[src/clock_control_params.svh]
// Offsets, field positions, reset values and counts of the mode and clock controller.
// Assumes a 32-bit AHB-Lite register window with byte addresses below 0x10.
//
// Overview of operation
// - Slow oscillator also feeds watchdog and time base logic.
// - System clock chosen by full-speed bit plus three-bit divider field.
// - Sub clock comes from slow RC or slow crystal, fixed by option.
// - Fast clock divided by 2 down to 64 offered as system clock.
// - Switching to the slow source stops the fast oscillator.
// - Sub clock may stand in as system clock right after wake-up.
// - Time base clock is sub clock or system clock divided by four.
// - Sub clock offered to watchdog, timer modules and serial interface.
// - Six modes; CPU runs only in normal and slow, and in the sub-clocked wake-up after a halt.
// - Per-mode system and sub clock state follows the mode table.
// - Normal mode runs from fast crystal divided by 1 to 64.
// - Slow mode runs from a slow oscillator, fast clock off.
// - Halt with halt_idle_select low enters a sleep mode.
// - Deep sleep stops CPU and sub clock, disables watchdog.
// - Deep sleep is not entered while voltage_detect_enable is 1.
// - Light sleep keeps sub clock if voltage detect or watchdog enabled.
// - Halt with idle select high, keep-on low enters idle_clocks_stopped.
// - Idle clocks stopped halts system oscillator; sub-clocked peripherals run.
// - Both idle modes keep sub clock on, whether or not watchdog is enabled.
// - Halt with idle select and keep-on high enters idle_clocks_running.
// - Idle clocks running gates CPU, keeps selected oscillator for peripherals.
// - Divider codes 000/001 sub clock; 010..111 fast over 64..2.
// - Full-speed bit 1 gives undivided fast clock; 0 uses divider field.
`ifndef CLOCK_CONTROL_PARAMS_SVH
`define CLOCK_CONTROL_PARAMS_SVH

`define ADDR_CLOCK_MODE 8'h00
`define ADDR_CONTROL_ZERO 8'h04
`define ADDR_POWER_CONTROL 8'h08
`define ADDR_POWER_STATUS 8'h0C

`define CM_CKS_LSB 5
`define CM_FAST_WAKE_BIT 4
`define CM_IDLE_SEL_BIT 1
`define CM_FULL_SPEED_BIT 0
`define CZ_KEEP_ON_BIT 7
`define PC_VDE_BIT 0
`define PC_WDT_EN_BIT 1
`define PC_TB_SRC_BIT 2

`define CKS_RESET 3'h6
`define FAST_WAKE_RESET 1'h0
`define IDLE_SEL_RESET 1'h1
`define FULL_SPEED_RESET 1'h0
`define KEEP_ON_RESET 1'h0
`define VDE_RESET 1'h0
`define WDT_EN_RESET 1'h1
`define TB_SRC_RESET 1'h0

`define CKS_FIRST_FAST 3'h2
`define DIV_SHIFT_BASE 3'h0
`define TB_SYS_DIV 2'h3
`define FAST_SETTLE_CYCLES 1024

`endif

[src/clock_control_pkg.sv]
// Types of the mode and clock controller.
// Assumes the constants header is included by whoever needs numbers.
package clock_control_pkg;

    typedef enum logic [2:0] {
        ST_ACTIVE, ST_DEEP, ST_LIGHT, ST_IDLE_STOP, ST_IDLE_RUN, ST_WAKE_SUB, ST_WAKE_FAST
    } pwr_state_t;

    typedef enum logic [1:0] {SRC_SUB, SRC_DIV, SRC_FULL} src_kind_t;

    typedef struct packed {
        src_kind_t kind;
        logic [2:0] shift;
    } src_sel_t;

    typedef struct packed {
        logic sys_tick;
        logic cpu_tick;
        logic sub_tick;
        logic wdt_tick;
        logic timebase_tick;
    } clk_taps_t;

endpackage : clock_control_pkg

[src/operating_mode_clock_control.sv]
// Power mode sequencer and system clock selector, as an AHB-Lite slave.
// Assumes halt_exec and wake_event come from logic on this clock; slow oscillator
// pins are asynchronous. Clock outputs are one-cycle ticks on the fast clock.
`timescale 1ns/10ps
`default_nettype none
`include "clock_control_params.svh"

module operating_mode_clock_control
    import clock_control_pkg::*;
#(
    parameter int SETTLE_CYCLES = `FAST_SETTLE_CYCLES
) (
    input wire logic clock,
    input wire logic reset,
    input wire logic hsel,
    input wire logic [31:0] haddr,
    input wire logic [1:0] htrans,
    input wire logic hwrite,
    input wire logic [2:0] hsize,
    input wire logic [31:0] hwdata,
    input wire logic hready,
    output logic hreadyout,
    output logic hresp,
    output logic [31:0] hrdata,
    input wire logic slow_rc_osc,
    input wire logic slow_crystal_osc,
    input wire logic sub_source_option,
    input wire logic halt_exec,
    input wire logic wake_event,
    output clk_taps_t taps,
    output logic fast_osc_enable,
    output logic sub_osc_enable,
    output logic wdt_run,
    output logic slow_mode,
    output pwr_state_t pwr_state
);

    // ************************************************************
    // Functions
    // ************************************************************
    function automatic src_sel_t decode_sel(input logic full, input logic [2:0] cks);
        src_sel_t s;
        s.kind = SRC_SUB;
        s.shift = `DIV_SHIFT_BASE;
        if (full) begin
            s.kind = SRC_FULL;
        end else if (cks >= `CKS_FIRST_FAST) begin
            s.kind = SRC_DIV;
            s.shift = 3'h0 - cks;
        end
        return s;
    endfunction : decode_sel

    function automatic logic [5:0] div_mask(input logic [2:0] shift);
        logic [5:0] m;
        m = 6'h00;
        for (int i = 0; i < 6; i++) begin
            if (i < int'(shift)) begin
                m[i] = 1'b1;
            end
        end
        return m;
    endfunction : div_mask

    // ************************************************************
    // Register bus
    // ************************************************************
    logic [2:0] cks_q;
    logic fast_wake_q;
    logic idle_sel_q;
    logic full_speed_q;
    logic keep_on_q;
    logic vde_q;
    logic wdt_en_q;
    logic tb_src_q;
    logic wr_pend_q;
    logic [7:0] wr_addr_q;
    logic [31:0] rd_word;
    logic addr_take;
    pwr_state_t state_q;
    src_sel_t cur_q;
    logic fast_on_q;
    logic sub_on_q;

    assign addr_take = hsel && htrans[1] && hready;

    always_ff @(posedge clock) begin
        if (reset) begin
            wr_pend_q <= 1'b0;
            wr_addr_q <= 8'h00;
        end else begin
            wr_pend_q <= addr_take && hwrite;
            if (addr_take) begin
                wr_addr_q <= haddr[7:0];
            end
        end
    end

    always_ff @(posedge clock) begin
        if (reset) begin
            cks_q <= `CKS_RESET;
            fast_wake_q <= `FAST_WAKE_RESET;
            idle_sel_q <= `IDLE_SEL_RESET;
            full_speed_q <= `FULL_SPEED_RESET;
            keep_on_q <= `KEEP_ON_RESET;
            vde_q <= `VDE_RESET;
            wdt_en_q <= `WDT_EN_RESET;
            tb_src_q <= `TB_SRC_RESET;
        end else if (wr_pend_q) begin
            case (wr_addr_q)
                `ADDR_CLOCK_MODE: begin
                    cks_q <= hwdata[`CM_CKS_LSB +: 3];
                    fast_wake_q <= hwdata[`CM_FAST_WAKE_BIT];
                    idle_sel_q <= hwdata[`CM_IDLE_SEL_BIT];
                    full_speed_q <= hwdata[`CM_FULL_SPEED_BIT];
                end
                `ADDR_CONTROL_ZERO: begin
                    keep_on_q <= hwdata[`CZ_KEEP_ON_BIT];
                end
                `ADDR_POWER_CONTROL: begin
                    vde_q <= hwdata[`PC_VDE_BIT];
                    wdt_en_q <= hwdata[`PC_WDT_EN_BIT];
                    tb_src_q <= hwdata[`PC_TB_SRC_BIT];
                end
                default: begin
                end
            endcase
        end
    end

    always_comb begin
        rd_word = 32'h00000000;
        case (haddr[7:0])
            `ADDR_CLOCK_MODE: begin
                rd_word[`CM_CKS_LSB +: 3] = cks_q;
                rd_word[`CM_FAST_WAKE_BIT] = fast_wake_q;
                rd_word[`CM_IDLE_SEL_BIT] = idle_sel_q;
                rd_word[`CM_FULL_SPEED_BIT] = full_speed_q;
            end
            `ADDR_CONTROL_ZERO: begin
                rd_word[`CZ_KEEP_ON_BIT] = keep_on_q;
            end
            `ADDR_POWER_CONTROL: begin
                rd_word[`PC_VDE_BIT] = vde_q;
                rd_word[`PC_WDT_EN_BIT] = wdt_en_q;
                rd_word[`PC_TB_SRC_BIT] = tb_src_q;
            end
            `ADDR_POWER_STATUS: begin
                rd_word[2:0] = state_q;
                rd_word[5:4] = cur_q.kind;
                rd_word[10:8] = cur_q.shift;
                rd_word[12] = fast_on_q;
                rd_word[13] = sub_on_q;
            end
            default: begin
                rd_word = 32'h00000000;
            end
        endcase
    end

    // Read data captured in the address phase, so no wait states are ever needed
    always_ff @(posedge clock) begin
        if (reset) begin
            hrdata <= 32'h00000000;
            hreadyout <= 1'b1;
            hresp <= 1'b0;
        end else begin
            hreadyout <= 1'b1;
            hresp <= 1'b0;
            if (addr_take && !hwrite) begin
                hrdata <= rd_word;
            end
        end
    end

    // ************************************************************
    // Sub clock
    // ************************************************************
    logic rc_s1_q, rc_s2_q, xt_s1_q, xt_s2_q, sub_prev_q;
    logic sub_src_q;
    logic sub_level;
    logic sub_tick_w;

    // Option is a fuse level, stable; taken while reset is held
    always_ff @(posedge clock) begin
        if (reset) begin
            sub_src_q <= sub_source_option;
        end
    end

    // Reset high: a pin already high after reset gives no false rising edge
    always_ff @(posedge clock) begin
        if (reset) begin
            rc_s1_q <= 1'b1;
            rc_s2_q <= 1'b1;
            xt_s1_q <= 1'b1;
            xt_s2_q <= 1'b1;
            sub_prev_q <= 1'b1;
        end else begin
            rc_s1_q <= slow_rc_osc;
            rc_s2_q <= rc_s1_q;
            xt_s1_q <= slow_crystal_osc;
            xt_s2_q <= xt_s1_q;
            sub_prev_q <= sub_level;
        end
    end

    assign sub_level = sub_src_q ? xt_s2_q : rc_s2_q;
    assign sub_tick_w = sub_on_q && sub_level && !sub_prev_q;

    // ************************************************************
    // System clock source selection
    // ************************************************************
    src_sel_t req_w;
    logic [5:0] div_cnt_q;
    logic cur_tick_w;
    logic switch_w;

    assign req_w = decode_sel(full_speed_q, cks_q);

    always_comb begin
        case (cur_q.kind)
            SRC_FULL: cur_tick_w = fast_on_q;
            SRC_DIV: cur_tick_w = fast_on_q && ((div_cnt_q & div_mask(cur_q.shift))
                == div_mask(cur_q.shift));
            default: cur_tick_w = sub_tick_w;
        endcase
    end

    // Changes wait for the end of the running period, or a stopped source
    assign switch_w = (req_w != cur_q) && (cur_tick_w || !fast_on_q
        || (cur_q.kind == SRC_SUB && !sub_on_q));

    always_ff @(posedge clock) begin
        if (reset) begin
            cur_q <= '{kind: SRC_SUB, shift: `DIV_SHIFT_BASE};
            div_cnt_q <= 6'h00;
        end else begin
            if (switch_w) begin
                cur_q <= req_w;
                div_cnt_q <= 6'h00;
            end else if (fast_on_q) begin
                div_cnt_q <= div_cnt_q + 6'h01;
            end
        end
    end

    // ************************************************************
    // Power mode sequencer
    // ************************************************************
    logic [11:0] settle_q;
    logic fast_sel;
    pwr_state_t halt_target;

    assign fast_sel = (cur_q.kind != SRC_SUB);

    always_comb begin
        if (idle_sel_q) begin
            halt_target = keep_on_q ? ST_IDLE_RUN : ST_IDLE_STOP;
        end else begin
            halt_target = vde_q ? ST_LIGHT : ST_DEEP;
        end
    end

    always_ff @(posedge clock) begin
        if (reset) begin
            state_q <= ST_ACTIVE;
            settle_q <= 12'h000;
        end else begin
            case (state_q)
                ST_ACTIVE: begin
                    if (halt_exec) begin
                        state_q <= halt_target;
                    end
                end
                ST_IDLE_RUN: begin
                    if (wake_event) begin
                        state_q <= ST_ACTIVE;
                    end
                end
                ST_DEEP, ST_LIGHT, ST_IDLE_STOP: begin
                    if (wake_event) begin
                        settle_q <= 12'(SETTLE_CYCLES - 1);
                        if (!fast_sel) begin
                            state_q <= ST_ACTIVE;
                        end else if (fast_wake_q && sub_on_q) begin
                            state_q <= ST_WAKE_SUB;
                        end else begin
                            state_q <= ST_WAKE_FAST;
                        end
                    end
                end
                ST_WAKE_SUB, ST_WAKE_FAST: begin
                    if (settle_q == 12'h000) begin
                        state_q <= ST_ACTIVE;
                    end else begin
                        settle_q <= settle_q - 12'h001;
                    end
                end
                default: begin
                    state_q <= ST_ACTIVE;
                end
            endcase
        end
    end

    // ************************************************************
    // Oscillator enables
    // ************************************************************
    always_ff @(posedge clock) begin
        if (reset) begin
            fast_on_q <= 1'b1;
            sub_on_q <= 1'b1;
        end else begin
            case (state_q)
                ST_DEEP: begin
                    fast_on_q <= 1'b0;
                    sub_on_q <= 1'b0;
                end
                ST_LIGHT: begin
                    fast_on_q <= 1'b0;
                    sub_on_q <= vde_q || wdt_en_q;
                end
                ST_IDLE_STOP: begin
                    fast_on_q <= 1'b0;
                    sub_on_q <= 1'b1;
                end
                ST_IDLE_RUN: begin
                    fast_on_q <= fast_sel;
                    sub_on_q <= 1'b1;
                end
                default: begin
                    fast_on_q <= fast_sel;
                    sub_on_q <= 1'b1;
                end
            endcase
        end
    end

    // ************************************************************
    // Clock taps
    // ************************************************************
    logic [1:0] tb_cnt_q;
    logic sys_run;
    logic sys_tick_w;
    logic cpu_run_w;

    assign sys_run = (state_q == ST_ACTIVE) || (state_q == ST_IDLE_RUN)
        || (state_q == ST_WAKE_SUB);
    // Wake on sub ticks keeps the CPU going while the fast oscillator settles
    assign sys_tick_w = sys_run && ((state_q == ST_WAKE_SUB) ? sub_tick_w
        : cur_tick_w);
    assign cpu_run_w = (state_q == ST_ACTIVE) || (state_q == ST_WAKE_SUB);

    always_ff @(posedge clock) begin
        if (reset) begin
            tb_cnt_q <= 2'h0;
        end else if (sys_tick_w) begin
            tb_cnt_q <= tb_cnt_q + 2'h1;
        end
    end

    always_ff @(posedge clock) begin
        if (reset) begin
            taps <= '0;
            wdt_run <= 1'b0;
            fast_osc_enable <= 1'b0;
            sub_osc_enable <= 1'b0;
            slow_mode <= 1'b0;
            pwr_state <= ST_ACTIVE;
        end else begin
            taps.sys_tick <= sys_tick_w;
            taps.cpu_tick <= sys_tick_w && cpu_run_w;
            taps.sub_tick <= sub_tick_w;
            taps.wdt_tick <= sub_tick_w && wdt_en_q;
            taps.timebase_tick <= tb_src_q ? (sys_tick_w && tb_cnt_q == `TB_SYS_DIV)
                : sub_tick_w;
            wdt_run <= wdt_en_q && (state_q != ST_DEEP);
            fast_osc_enable <= fast_on_q;
            sub_osc_enable <= sub_on_q;
            slow_mode <= (state_q == ST_ACTIVE) && !fast_sel;
            pwr_state <= state_q;
        end
    end
endmodule : operating_mode_clock_control
`default_nettype wire

[config.mk]
export PLATFORM = sky130hd
export DESIGN_NAME = operating_mode_clock_control
export DESIGN_NICKNAME = d
export VERILOG_FILES = /design/src/clock_control_pkg.sv /design/src/operating_mode_clock_control.sv
export VERILOG_INCLUDE_DIRS = /design/src
export SDC_FILE = /design/constraint.sdc
export NUM_CORES = 1
export LEC_CHECK = 0
export BUFFER_PORTS_ARGS = -buffer_cell sky130_fd_sc_hd__clkbuf_2
export CAP_MARGIN = 20
export CORE_MARGIN = 2
export CORE_UTILIZATION = 45
export DETAILED_ROUTE_END_ITERATION = 7
export GPL_ROUTABILITY_DRIVEN = 1
export GPL_TIMING_DRIVEN = 0
export MAX_ROUTING_LAYER = met4
export PLACE_DENSITY = 0.78
export SYNTH_ARGS = -nofsm -noshare
export SYNTH_HDL_FRONTEND = slang
export SYNTH_SLANG_ARGS = --single-unit
[constraint.sdc]
create_clock -name clock -period 2.5 [get_ports clock]
set_clock_uncertainty 0.2 [all_clocks]
set_input_delay 0 -clock clock [delete_from_list [all_inputs] [get_ports clock]]
set_output_delay 0 -clock clock [all_outputs]
set_load 0.005 [all_outputs]
==> results of run 1 <==
==> metrics by stage <==
stage | instances | setup TNS [ns]
floorplan | 429 | -0.0211
global placement | 578 | -0.215
detailed placement | 578 | -0.434
CTS | 617 | 0
global route | 621 | -0.0392
finish | 621 | 0
==> report_power, final <==
part	internal [mW]	switching, mW
combinational	0.578	0.669
clock	0.767	0.475
sequential	1.44	0.153
==> metal layers <==
metal	up-vias	wire, um
met5	-	0
met4	0	88
met3	9	497
met2	86	4310
met1	1493	3630
li1	1598	-
==> sequential cells by signal, indices dropped and copies added, names as in the netlist, 3 cells and up <==
| register | count |
|---|---|
| pwr_state | 3 |
| taps | 5 |
| settle_q | 12 |
| state_q | 3 |
| hrdata | 12 |
| cur_q | 5 |
| cks_q | 3 |
| div_cnt_q | 6 |
| wr_addr_q | 8 |
==> worst max-delay path, stage by stage (launching register included) <==
cell	delay, ns
sky130_fd_sc_hd__dfxtp_1	0.33
sky130_fd_sc_hd__or4_4	0.54
sky130_fd_sc_hd__or2_4	0.27
sky130_fd_sc_hd__o41ai_4	0.41
sky130_fd_sc_hd__nand2_4	0.10
sky130_fd_sc_hd__or4_1	0.41
sky130_fd_sc_hd__a21oi_1	0.15
==> repair_timing <==
action,CTS,global route
pin swaps,3,3
setup endpoints to repair,11,21
setup buffers,1,4
hold buffers,22,0
endpoints found under the hold margin,41,0
resized for setup,4,13
gates cloned,0,0
==> cell families after synthesis <==
logic type | share of synthesized area (%)
adders and majority gates | 2.77
buffers and inverters | 7.47
AOI/OAI and AO/OA | 14.7
xor gates and xnor gates | 4.36
DFF | 44.0
other | 0.208
muxes | 5.05
and+or+nand+nor | 21.5
==> final timing paths <==
check                                 start            to  slack, ns  depth (start not counted)
worst min-delay path              htrans[1]  wr_addr_q[0]       0.05                          4
worst max-delay path            settle_q[6]    state_q[2]       0.02                          6
worst min register to register      rc_s1_q       rc_s2_q       0.21                          1
worst max register to register  settle_q[6]    state_q[2]       0.02                          6
==> final cells by class <==
class | count | area (sq um)
inverters | 11 | 41.3
clock buffers | 9 | 124
multi-input cells | 301 | 1870
clock inverters | 7 | 145
flip-flops and latches | 79 | 1600
repair buffers | 75 | 504
plain buffers | 37 | 225
fillers | 671 | 3120
well taps | 102 | 128
==> cells in the final DEF, fill, tap and decap left out, types with 4 or more instances in the layout <==
cell,n
sky130_fd_sc_hd__or2_2,4
sky130_fd_sc_hd__a21oi_1,26
sky130_fd_sc_hd__nor2b_1,9
sky130_fd_sc_hd__and2_1,5
sky130_fd_sc_hd__bufinv_16,4
sky130_fd_sc_hd__ha_1,7
sky130_fd_sc_hd__a211oi_1,4
sky130_fd_sc_hd__inv_1,11
sky130_fd_sc_hd__nor4b_1,4
sky130_fd_sc_hd__mux2i_1,16
sky130_fd_sc_hd__nand3_1,7
sky130_fd_sc_hd__xor2_1,7
sky130_fd_sc_hd__clkbuf_1,13
sky130_fd_sc_hd__nor3_1,14
sky130_fd_sc_hd__o21ai_0,12
sky130_fd_sc_hd__nand2_1,39
sky130_fd_sc_hd__nand2b_1,5
sky130_fd_sc_hd__nor2_1,43
sky130_fd_sc_hd__clkbuf_2,47
sky130_fd_sc_hd__xnor2_1,11
sky130_fd_sc_hd__buf_4,26
sky130_fd_sc_hd__clkbuf_8,9
sky130_fd_sc_hd__dfxtp_1,72
sky130_fd_sc_hd__dfxtp_2,4
sky130_fd_sc_hd__conb_1,22
sky130_fd_sc_hd__a22oi_1,8
sky130_fd_sc_hd__dlygate4sd3_1,22
sky130_fd_sc_hd__o211ai_1,5
==> summary.md, run 1 <==
### Run status
* **outcome** finished clean

### Timing
* **post-route clock period utilization** 99.2%
* **final critical-path required period** 2.48 ns
* **RSZ-0062 raised after global routing** true
* **worst slew margin relative to its limit** 60.5%
* **Fin. Hold Viols** 0
* **endpoints failing setup** 0
* **worst hold slack** 0.0457 ns
* **Fmax achieved** 403 MHz
* **Slew Limit Fails** 0
* **setup slack of the critical path after layout** 0.0201 ns
* **transition time of the tightest slew-check pin** 0.578 ns

### Layout
* **area added between synthesis and finish** 28.4%
* **Net count, final** 601
* **layout cells sized above 1** 23.5%
* **cell area after layout** 4640 sq um
* **final core utilization** 59.8%
* **number of antenna cells inserted** 0

### Synth
* **async set-or-reset flop fraction in the synthesized netlist** 0%
* **main flop type after synthesis** sky130_fd_sc_hd__dfxtp_1
* **number of synthesized flops with an enable pin** 1
* **number of distinct library cells after synthesis** 57
* **most frequent cell after synthesis** sky130_fd_sc_hd__dfxtp_1
* **number of synthesis warnings** 0
* **most area-hungry cell type in the Yosys netlist** sky130_fd_sc_hd__dfxtp_1
* **flip-flop and latch count after synthesis** 79
* **Post-Syn Area** 3620 sq um
* **top cells by area, synth** sky130_fd_sc_hd__dfxtp_1 (43%), sky130_fd_sc_hd__buf_4 (4.6%), sky130_fd_sc_hd__nor2_1 (4.6%), sky130_fd_sc_hd__mux2i_1 (4.4%), sky130_fd_sc_hd__nand2_1 (4.1%)
* **area fraction of the dominant cell type after synthesis** 43.2%
* **most frequent cells after synthesis** sky130_fd_sc_hd__dfxtp_1 (78), sky130_fd_sc_hd__nor2_1 (44), sky130_fd_sc_hd__nand2_1 (40)
* **synthesized instance count** 409
* **register area share after synthesis** 44.0%
* **Avg Synthesized Cell Area** 8.85 sq um

### Global route
* **busiest grt layer** met2
* **initial antenna violation count** 0
* **largest net degree at the start of global routing** 15
* **GR met1 Demand/Resource** 25.8%
* **via count of the first global-routing pass** 3077
* **total global-route track usage** 21.1%
* **met2 usage in global routing** 35.0%
* **global routing met3 resource utilization** 5.38%
* **total overflow reported by the global router** 0
* **global-route wire length before repair** 14200 um

### Placed design
* **worst setup slack after placement** -0.244 ns
* **placed wire-length estimate after detailed placement** 5850 um
* **quantity of I/O buffers inserted on ports** 47
* **instance area after placement** 4060 sq um
* **routability-driven placement congestion ratio** 0.868

### Detailed routing
* **Detailed Routing Iterations Pass 1** 4
* **total number of vias** 3186
* **post-detailed-route count of antenna-violating nets** 0
* **ratio of routed vias to standard cells** 5.13
* **post-route DRC violation count** 0
* **Total Wirelength** 8530 um
* **Initial DRC Count** 236
* **post-detailed-route wirelength per cell** 13.7 um

### Die
* **row count** 32
* **overall die area** 8770 sq um
* **floorplan die width** 93.7 um
* **CORE AREA** 7770 sq um
* **Die Ht** 93.7 um
* **ports placed on the boundary** 125
* **starting utilization of the core area** 46.6%

### Pwr
* **Final Total Pwr** 4.08 mW
* **maximum vdd drop** 0.550 mV
* **reported leakage power** 1.94 nW
* **PD cells** 879 nW/um^2

### Clock network
* **clock tree from TritonCTS** yes
* **Clock Latency Late Sink** 0.35 ns
* **depth of the CTS H-tree** 3
* **clock buffer count from CTS** 9
* **worst-case clock buffer depth** 2
* **CTS root buf** sky130_fd_sc_hd__clkbuf_8
* **CTS clk-pin slew, worst paths** 0.09 ns
* **clock sink count** 79

### Worst setup path
* **CP startpoint kind** flop
* **worst-path fanout max** 4
* **CP required** 2.59 ns
* **Worst Setup Path Type** flop to flop
* **crit end category** flop
* **arrival time at the worst endpoint** 2.57 ns

### Job
* **max-capacitance violation count** 0

### Worst hold path
* **worst hold path type** input pin to flop

Note: power is estimated with default switching activity, not from simulation.
==> inputs of run 2 (changes only) <==
PLACE_DENSITY = default   (was 0.78)
PLACE_DENSITY_LB_ADDON = 0.3   (was default)
==> run 2 against run 1 <==
Against the previous run:
- global-route usage decreased by 0.40 points
- sequential share of layout area increased by 0.75 points
- power decreased by 9.5%
- via count decreased by 1.1%
- critical endpoint unchanged
- utilization decreased by 1.3 points
- critical path type unchanged
- hold slack got worse by 0.019 ns
- sequential power about the same
- clock power decreased by 31%
- cell count decreased by 0.16%
- first-iteration DRC count decreased by 21%
==> summary.md, run 2 (synthesis results as in run 1) <==
### Run status
* **outcome** finished clean

### Worst hold path
* **cell count of the worst hold path** 4, unchanged
* **hold_sp** htrans[1]
* **hold-critical path endpoint** wr_addr_q[1]
* **worst hold path type** input pin to flop

### Clock network
* **clock tree from TritonCTS** yes
* **CTS root buf** sky130_fd_sc_hd__clkbuf_8
* **CTS clk-pin slew, worst paths** 0.08 ns, about the same
* **clock buffer count from CTS** 9, unchanged
* **depth of the CTS H-tree** 3, unchanged
* **worst-case clock buffer depth** 2, unchanged
* **clock sink count** 79, unchanged
* **Clock Latency Late Sink** 0.35 ns, about the same

### Pwr
* **maximum vdd drop** 0.511 mV, -7.0%
* **reported leakage power** 1.90 nW, -2.0%
* **PD cells** 813 nW/um^2, -7.5%

### Layout
* **number of antenna cells inserted** 0, unchanged
* **multi-input logic area** 1880 sq um, +0.27%
* **Largest regs** hrdata: 12 flops, settle_q: 12 flops, wr_addr_q: 8 flops
* **area added between synthesis and finish** 25.6%
* **count of fill cells added during filler insertion** 750, +12%
* **most common cell after layout, fill and taps aside** sky130_fd_sc_hd__dfxtp_1
* **Seq. cell area** 1600 sq um, unchanged
* **Net count, final** 600, -0.17%
* **top library cells by usage in the layout, fill and taps aside** sky130_fd_sc_hd__dfxtp_1 (72), sky130_fd_sc_hd__clkbuf_2 (47), sky130_fd_sc_hd__nor2_1 (44)
* **layout cells sized above 1** 23.4%, -0.15 points

### Timing
* **setup slack of the critical path after layout** 0.0436 ns, +0.0235 ns
* **transition time of the tightest slew-check pin** 0.616 ns, +0.0386 ns
* **Fmax achieved** 407 MHz, +0.96%
* **RSZ-0062 raised after global routing** true
* **worst slew margin relative to its limit** 57.9%, -2.6 points
* **endpoints failing setup** 0, unchanged
* **post-route clock period utilization** 98.3%, -0.94 points
* **Fin. Hold Viols** 0, unchanged
* **Slew Limit Fails** 0, unchanged
* **worst hold slack** 0.0267 ns, -0.0191 ns
* **final critical-path required period** 2.46 ns, -0.0235 ns

### Detailed routing
* **Initial DRC Count** 187, -21%
* **post-detailed-route wirelength per cell** 13.7 um, -0.48%
* **Detailed Routing Iterations Pass 1** 4, unchanged
* **ratio of routed vias to standard cells** 5.08, -0.94%
* **Total Wirelength** 8480 um, -0.64%
* **post-detailed-route count of antenna-violating nets** 0, unchanged
* **total number of vias** 3151, -1.1%
* **post-route DRC violation count** 0, unchanged

### Worst setup path
* **crit end category** flop
* **worst-path fanout max** 4, unchanged
* **CP startpoint kind** flop
* **Crit Reg-Reg Startpoint** settle_q[6]
* **launch point of the worst path** settle_q[6]
* **Worst Setup Path Type** flop to flop
* **arrival time at the worst endpoint** 2.54 ns, -0.03 ns
* **Register-to-Register Setup Slack** 0.04 ns, +0.02 ns
* **endpoint of the lowest-slack register-to-register path** state_q[2]
* **cell count of the worst reg-to-reg path** 6, unchanged
* **CP required** 2.59 ns, about the same

### Die
* **Die Ht** 93.7 um, unchanged
* **ports placed on the boundary** 125, unchanged
* **floorplan die width** 93.7 um, unchanged
* **CORE AREA** 7770 sq um, unchanged
* **row count** 32, unchanged
* **starting utilization of the core area** 46.6%, unchanged
* **overall die area** 8770 sq um, unchanged

### Placed design
* **placed wire-length estimate after detailed placement** 5900 um, +0.86%
* **worst setup slack after placement** -0.231 ns, +0.0126 ns
* **quantity of I/O buffers inserted on ports** 47, unchanged
* **routability-driven placement congestion ratio** 0.853, -1.8%

### Global route
* **total overflow reported by the global router** 0, unchanged
* **global-route wire length before repair** 13800 um, -2.7%
* **largest net degree at the start of global routing** 13, -2
* **initial antenna violation count** 0, unchanged
* **total global-route track usage** 20.7%, -0.40 points
* **via count of the first global-routing pass** 2984, -3.0%

### Job
* **max-capacitance violation count** 0, unchanged

-- run 2: power breakdown --
group	total, mW	internal (mW)	switching, mW
Clock	0.857	0.408	0.448
Sequential	1.59	1.44	0.151
Combinational	1.25	0.576	0.670
-- run 2: what timing repair did --
item / in CTS / in global routing
endpoints found under the hold margin: 43 / 0
gates resized for setup: 2 / 15
hold buffers: 21 / 0
endpoints found under the setup margin: 10 / 25
pin swaps: 1 / 5
buffers inserted: 1 / 4
-- run 2: worst max-delay path: stages (launching register included) --
cell                      delay, ns
sky130_fd_sc_hd__dfxtp_1       0.33
sky130_fd_sc_hd__or4_4         0.54
sky130_fd_sc_hd__or2_4         0.27
sky130_fd_sc_hd__o41ai_4       0.41
sky130_fd_sc_hd__nand2_4       0.09
sky130_fd_sc_hd__or4_4         0.42
sky130_fd_sc_hd__a21oi_2       0.13
-- run 2: layout make-up --
class                      count  area share [%]
multi-input combinational    301            41.3
sequential                    79            35.3
timing repair buffer          74            10.9
buffer                        37            4.95
clock buffer                  12            3.41
tap                          102            2.81
inverter                      11           0.908
clock inverter                 4           0.440
-- run 2: metrics by stage --
stage | std cells | util [%] | instance area [sq um] | setup TNS (ns) | power, mW
finish | 620 | 58.5 | 4550 | 0 | 3.70
global route | 620 | 58.5 | 4550 | -0.0290 | 3.93
CTS | 616 | 57.3 | 4450 | 0 | 3.61
detailed placement | 578 | 52.2 | 4060 | -0.377 | 2.72
global placement | 578 | 52.2 | 4060 | -0.334 | 2.69
floorplan | 429 | - | 3690 | -0.0211 | 2.44
-- run 2: worst max-delay path by stage --
stage / end / depth (start not counted)
finish: state_q[2] / 6
global route: state_q[2] / 6
CTS: state_q[2] / 6
detailed placement: state_q[2] / 6
global placement: state_q[2] / 6
floorplan: state_q[2] / 6
-- run 2: routing by layer --
metal / vias to the layer above / GRT usage, % / part of all wire (%)
met1: 1441 / 24.1 / 44
met3: 29 / 5.38 / 5.3
li1: 1593 / - / -
met4: 0 / 9.66 / 2.9
met5: - / - / 0
met2: 88 / 33.5 / 48
==> inputs of run 3 (changes only) <==
SETUP_SLACK_MARGIN = 0.15   (was default)
==> run 3 against run 2 <==
Against the previous run:
- utilization is 1.7 points higher
- critical path depth stayed put
- power is 1.7% higher
- critical path type unchanged
- critical endpoint unchanged
==> summary.md, run 3 (synthesis results as in run 1) <==
### Worst setup path
* **crit-path leading delay family** simple AND/OR/NAND/NOR gates
* **chain of cells forming the critical path** or4_4 -> or2_4 -> o41ai_4 -> nand2_4 -> or4_4 -> a21oi_2
* **crit end category** flop
* **CP startpoint kind** flop
* **Worst Setup Path Type** flop to flop
* **CP required** 2.59 ns, about the same
* **worst-path fanout max** 4, unchanged
* **CP bufs+invs** 0, unchanged
* **cell type with the highest occurrence count on the critical path** sky130_fd_sc_hd__or4_4
* **cell with the biggest individual delay on the critical path** sky130_fd_sc_hd__or4_4
* **arrival time at the worst endpoint** 2.50 ns, -0.04 ns
* **CP max stage delay** 0.53 ns, about the same

### Pwr
* **Final Total Pwr** 3.76 mW, +1.7%
* **Switch Pwr** 1.29 mW, +1.9%
* **reported leakage power** 1.97 nW, +3.5%
* **maximum vdd drop** 0.517 mV, +1.1%
* **part of the total power dissipated in the clock network** 22.9%, -0.3 points
* **share of total power in combinational logic** 35.1%, +1.4 points
* **internal power** 2.47 mW, +1.6%
* **Sequential Power Share** 42.0%, -1.1 points
* **PD cells** 804 nW/um^2, -1.2%
* **fraction of power spent switching nets** 34.4%, +0.055 points

### Global route
* **initial antenna violation count** 0, unchanged
* **total global-route track usage** 20.7%, +0.035 points
* **largest net degree at the start of global routing** 13, unchanged
* **via count of the first global-routing pass** 2978, -0.20%
* **global-route wire length before repair** 13800 um, +0.20%
* **total overflow reported by the global router** 0, unchanged

### Detailed routing
* **ratio of routed vias to standard cells** 5.09, +0.11%
* **Total Wirelength** 8500 um, +0.26%
* **post-route DRC violation count** 0, unchanged
* **post-detailed-route count of antenna-violating nets** 0, unchanged
* **post-detailed-route wirelength per cell** 13.6 um, -0.86%
* **Detailed Routing Iterations Pass 1** 4, unchanged
* **total number of vias** 3190, +1.2%
* **Initial DRC Count** 155, -17%

### Timing
* **endpoints failing setup** 0, unchanged
* **worst slew margin relative to its limit** 59.1%, +1.2 points
* **worst hold slack** 0.0224 ns, -0.00421 ns
* **transition time of the tightest slew-check pin** 0.598 ns, -0.0182 ns
* **setup slack of the critical path after layout** 0.0846 ns, +0.0410 ns
* **final critical-path required period** 2.42 ns, -0.0410 ns
* **Fin. Hold Viols** 0, unchanged
* **post-route clock period utilization** 96.6%, -1.6 points
* **Fmax achieved** 414 MHz, +1.7%
* **RSZ-0062 raised after global routing** true
* **Slew Limit Fails** 0, unchanged

### Layout
* **count of non-filler cells in the finished layout** 627, +1.1%
* **number of antenna cells inserted** 0, unchanged
* **top library cells by usage in the layout, fill and taps aside** sky130_fd_sc_hd__dfxtp_1 (68), sky130_fd_sc_hd__clkbuf_2 (48), sky130_fd_sc_hd__nor2_1 (43)
* **layout cells sized above 1** 26.3%, +2.9 points
* **area added between synthesis and finish** 29.3%
* **Largest regs** hrdata: 12 flops, settle_q: 12 flops, wr_addr_q: 8 flops
* **Net count, final** 607, +1.2%
* **most common cell after layout, fill and taps aside** sky130_fd_sc_hd__dfxtp_1

### Placed design
* **worst setup slack after placement** -0.231 ns, unchanged
* **quantity of I/O buffers inserted on ports** 47, unchanged
* **routability-driven placement congestion ratio** 0.853, unchanged
* **# placed instances** 578, unchanged
* **placed wire-length estimate after detailed placement** 5900 um, unchanged

### Clock network
* **Clock Latency Late Sink** 0.35 ns, about the same
* **CTS root buf** sky130_fd_sc_hd__clkbuf_8
* **worst-case clock buffer depth** 2, unchanged
* **CTS clk-pin slew, worst paths** 0.08 ns, about the same
* **clock tree from TritonCTS** yes
* **depth of the CTS H-tree** 3, unchanged
* **clock sink count** 79, unchanged
* **clock buffer count from CTS** 9, unchanged

### Worst hold path
* **worst hold path type** input pin to flop

### Die
* **floorplan die width** 93.7 um, unchanged
* **overall die area** 8770 sq um, unchanged
* **Die Ht** 93.7 um, unchanged
* **ports placed on the boundary** 125, unchanged
* **row count** 32, unchanged
* **CORE AREA** 7770 sq um, unchanged
* **starting utilization of the core area** 46.6%, unchanged

### Run status
* **outcome** finished clean

### Job
* **max-capacitance violation count** 0, unchanged

## run 3: cell types whose count changed in the layout (fill, tap and decap cells not counted), moves of 2 or more
cell and change:
sky130_fd_sc_hd__dlygate4sd3_1 +2, sky130_fd_sc_hd__ha_1 -2, sky130_fd_sc_hd__dfxtp_1 -4, sky130_fd_sc_hd__dfxtp_4 +5, sky130_fd_sc_hd__buf_4 +4
## run 3: area by class of cell
type	instances	area (sq um)
multi-input combinational	301	1930
tap	102	128
clock inverter	4	20.0
clock buffer	12	155
buffer	38	238
inverter	11	41.3
fill	737	3090
sequential	79	1620
timing repair buffer	80	544
## run 3: what timing repair did
action,in CTS,in global routing
setup endpoints to repair,19,29
gates resized for setup,17,25
pin swaps,6,4
hold endpoints to repair,43,1
setup buffers,6,3
hold buffers,22,1
cloned,0,0
## run 3: layer usage
layer | part of all wire (%) | track usage, %
met5 | 0 | -
met4 | 2.0 | 8.21
met1 | 45 | 24.5
met3 | 4.6 | 5.38
met2 | 49 | 33.9
## run 3: final timing paths
path               start            to  slack (ns)  cells after the start
max          settle_q[6]    state_q[2]        0.08                      6
min            htrans[1]  wr_addr_q[7]        0.02                      4
max reg2reg  settle_q[6]    state_q[2]        0.08                      6
min reg2reg      xt_s1_q       xt_s2_q        0.21                      1
## run 3: worst min-delay path, cell delays in order
cell,delay [ns]
sky130_fd_sc_hd__clkbuf_2,0.08
sky130_fd_sc_hd__nand3_1,0.24
sky130_fd_sc_hd__nand2_1,0.15
sky130_fd_sc_hd__a21oi_1,0.05
## run 3: stage by stage
step | utilization, % | TNS (ns) | area (sq um)
after floorplan | - | -0.0211 | 3690
after global placement | 52.2 | -0.334 | 4060
after detailed placement | 52.2 | -0.377 | 4060
after CTS | 58.5 | 0 | 4540
after global routing | 60.2 | 0 | 4680
final | 60.2 | 0 | 4680
## run 3: power by group through the flow
| stage | clock (mW) | sequential, mW | combinational, mW |
|---|---|---|---|
| 6_report | 0.860 | 1.58 | 1.32 |
| 5_1_grt | 0.922 | 1.60 | 1.48 |
| 4_1_cts | 0.874 | 1.58 | 1.24 |
| 3_5_place_dp | 0 | 1.60 | 1.12 |
| 3_3_place_gp | 0 | 1.59 | 1.10 |
| 2_1_floorplan | 0 | 1.57 | 0.869 |
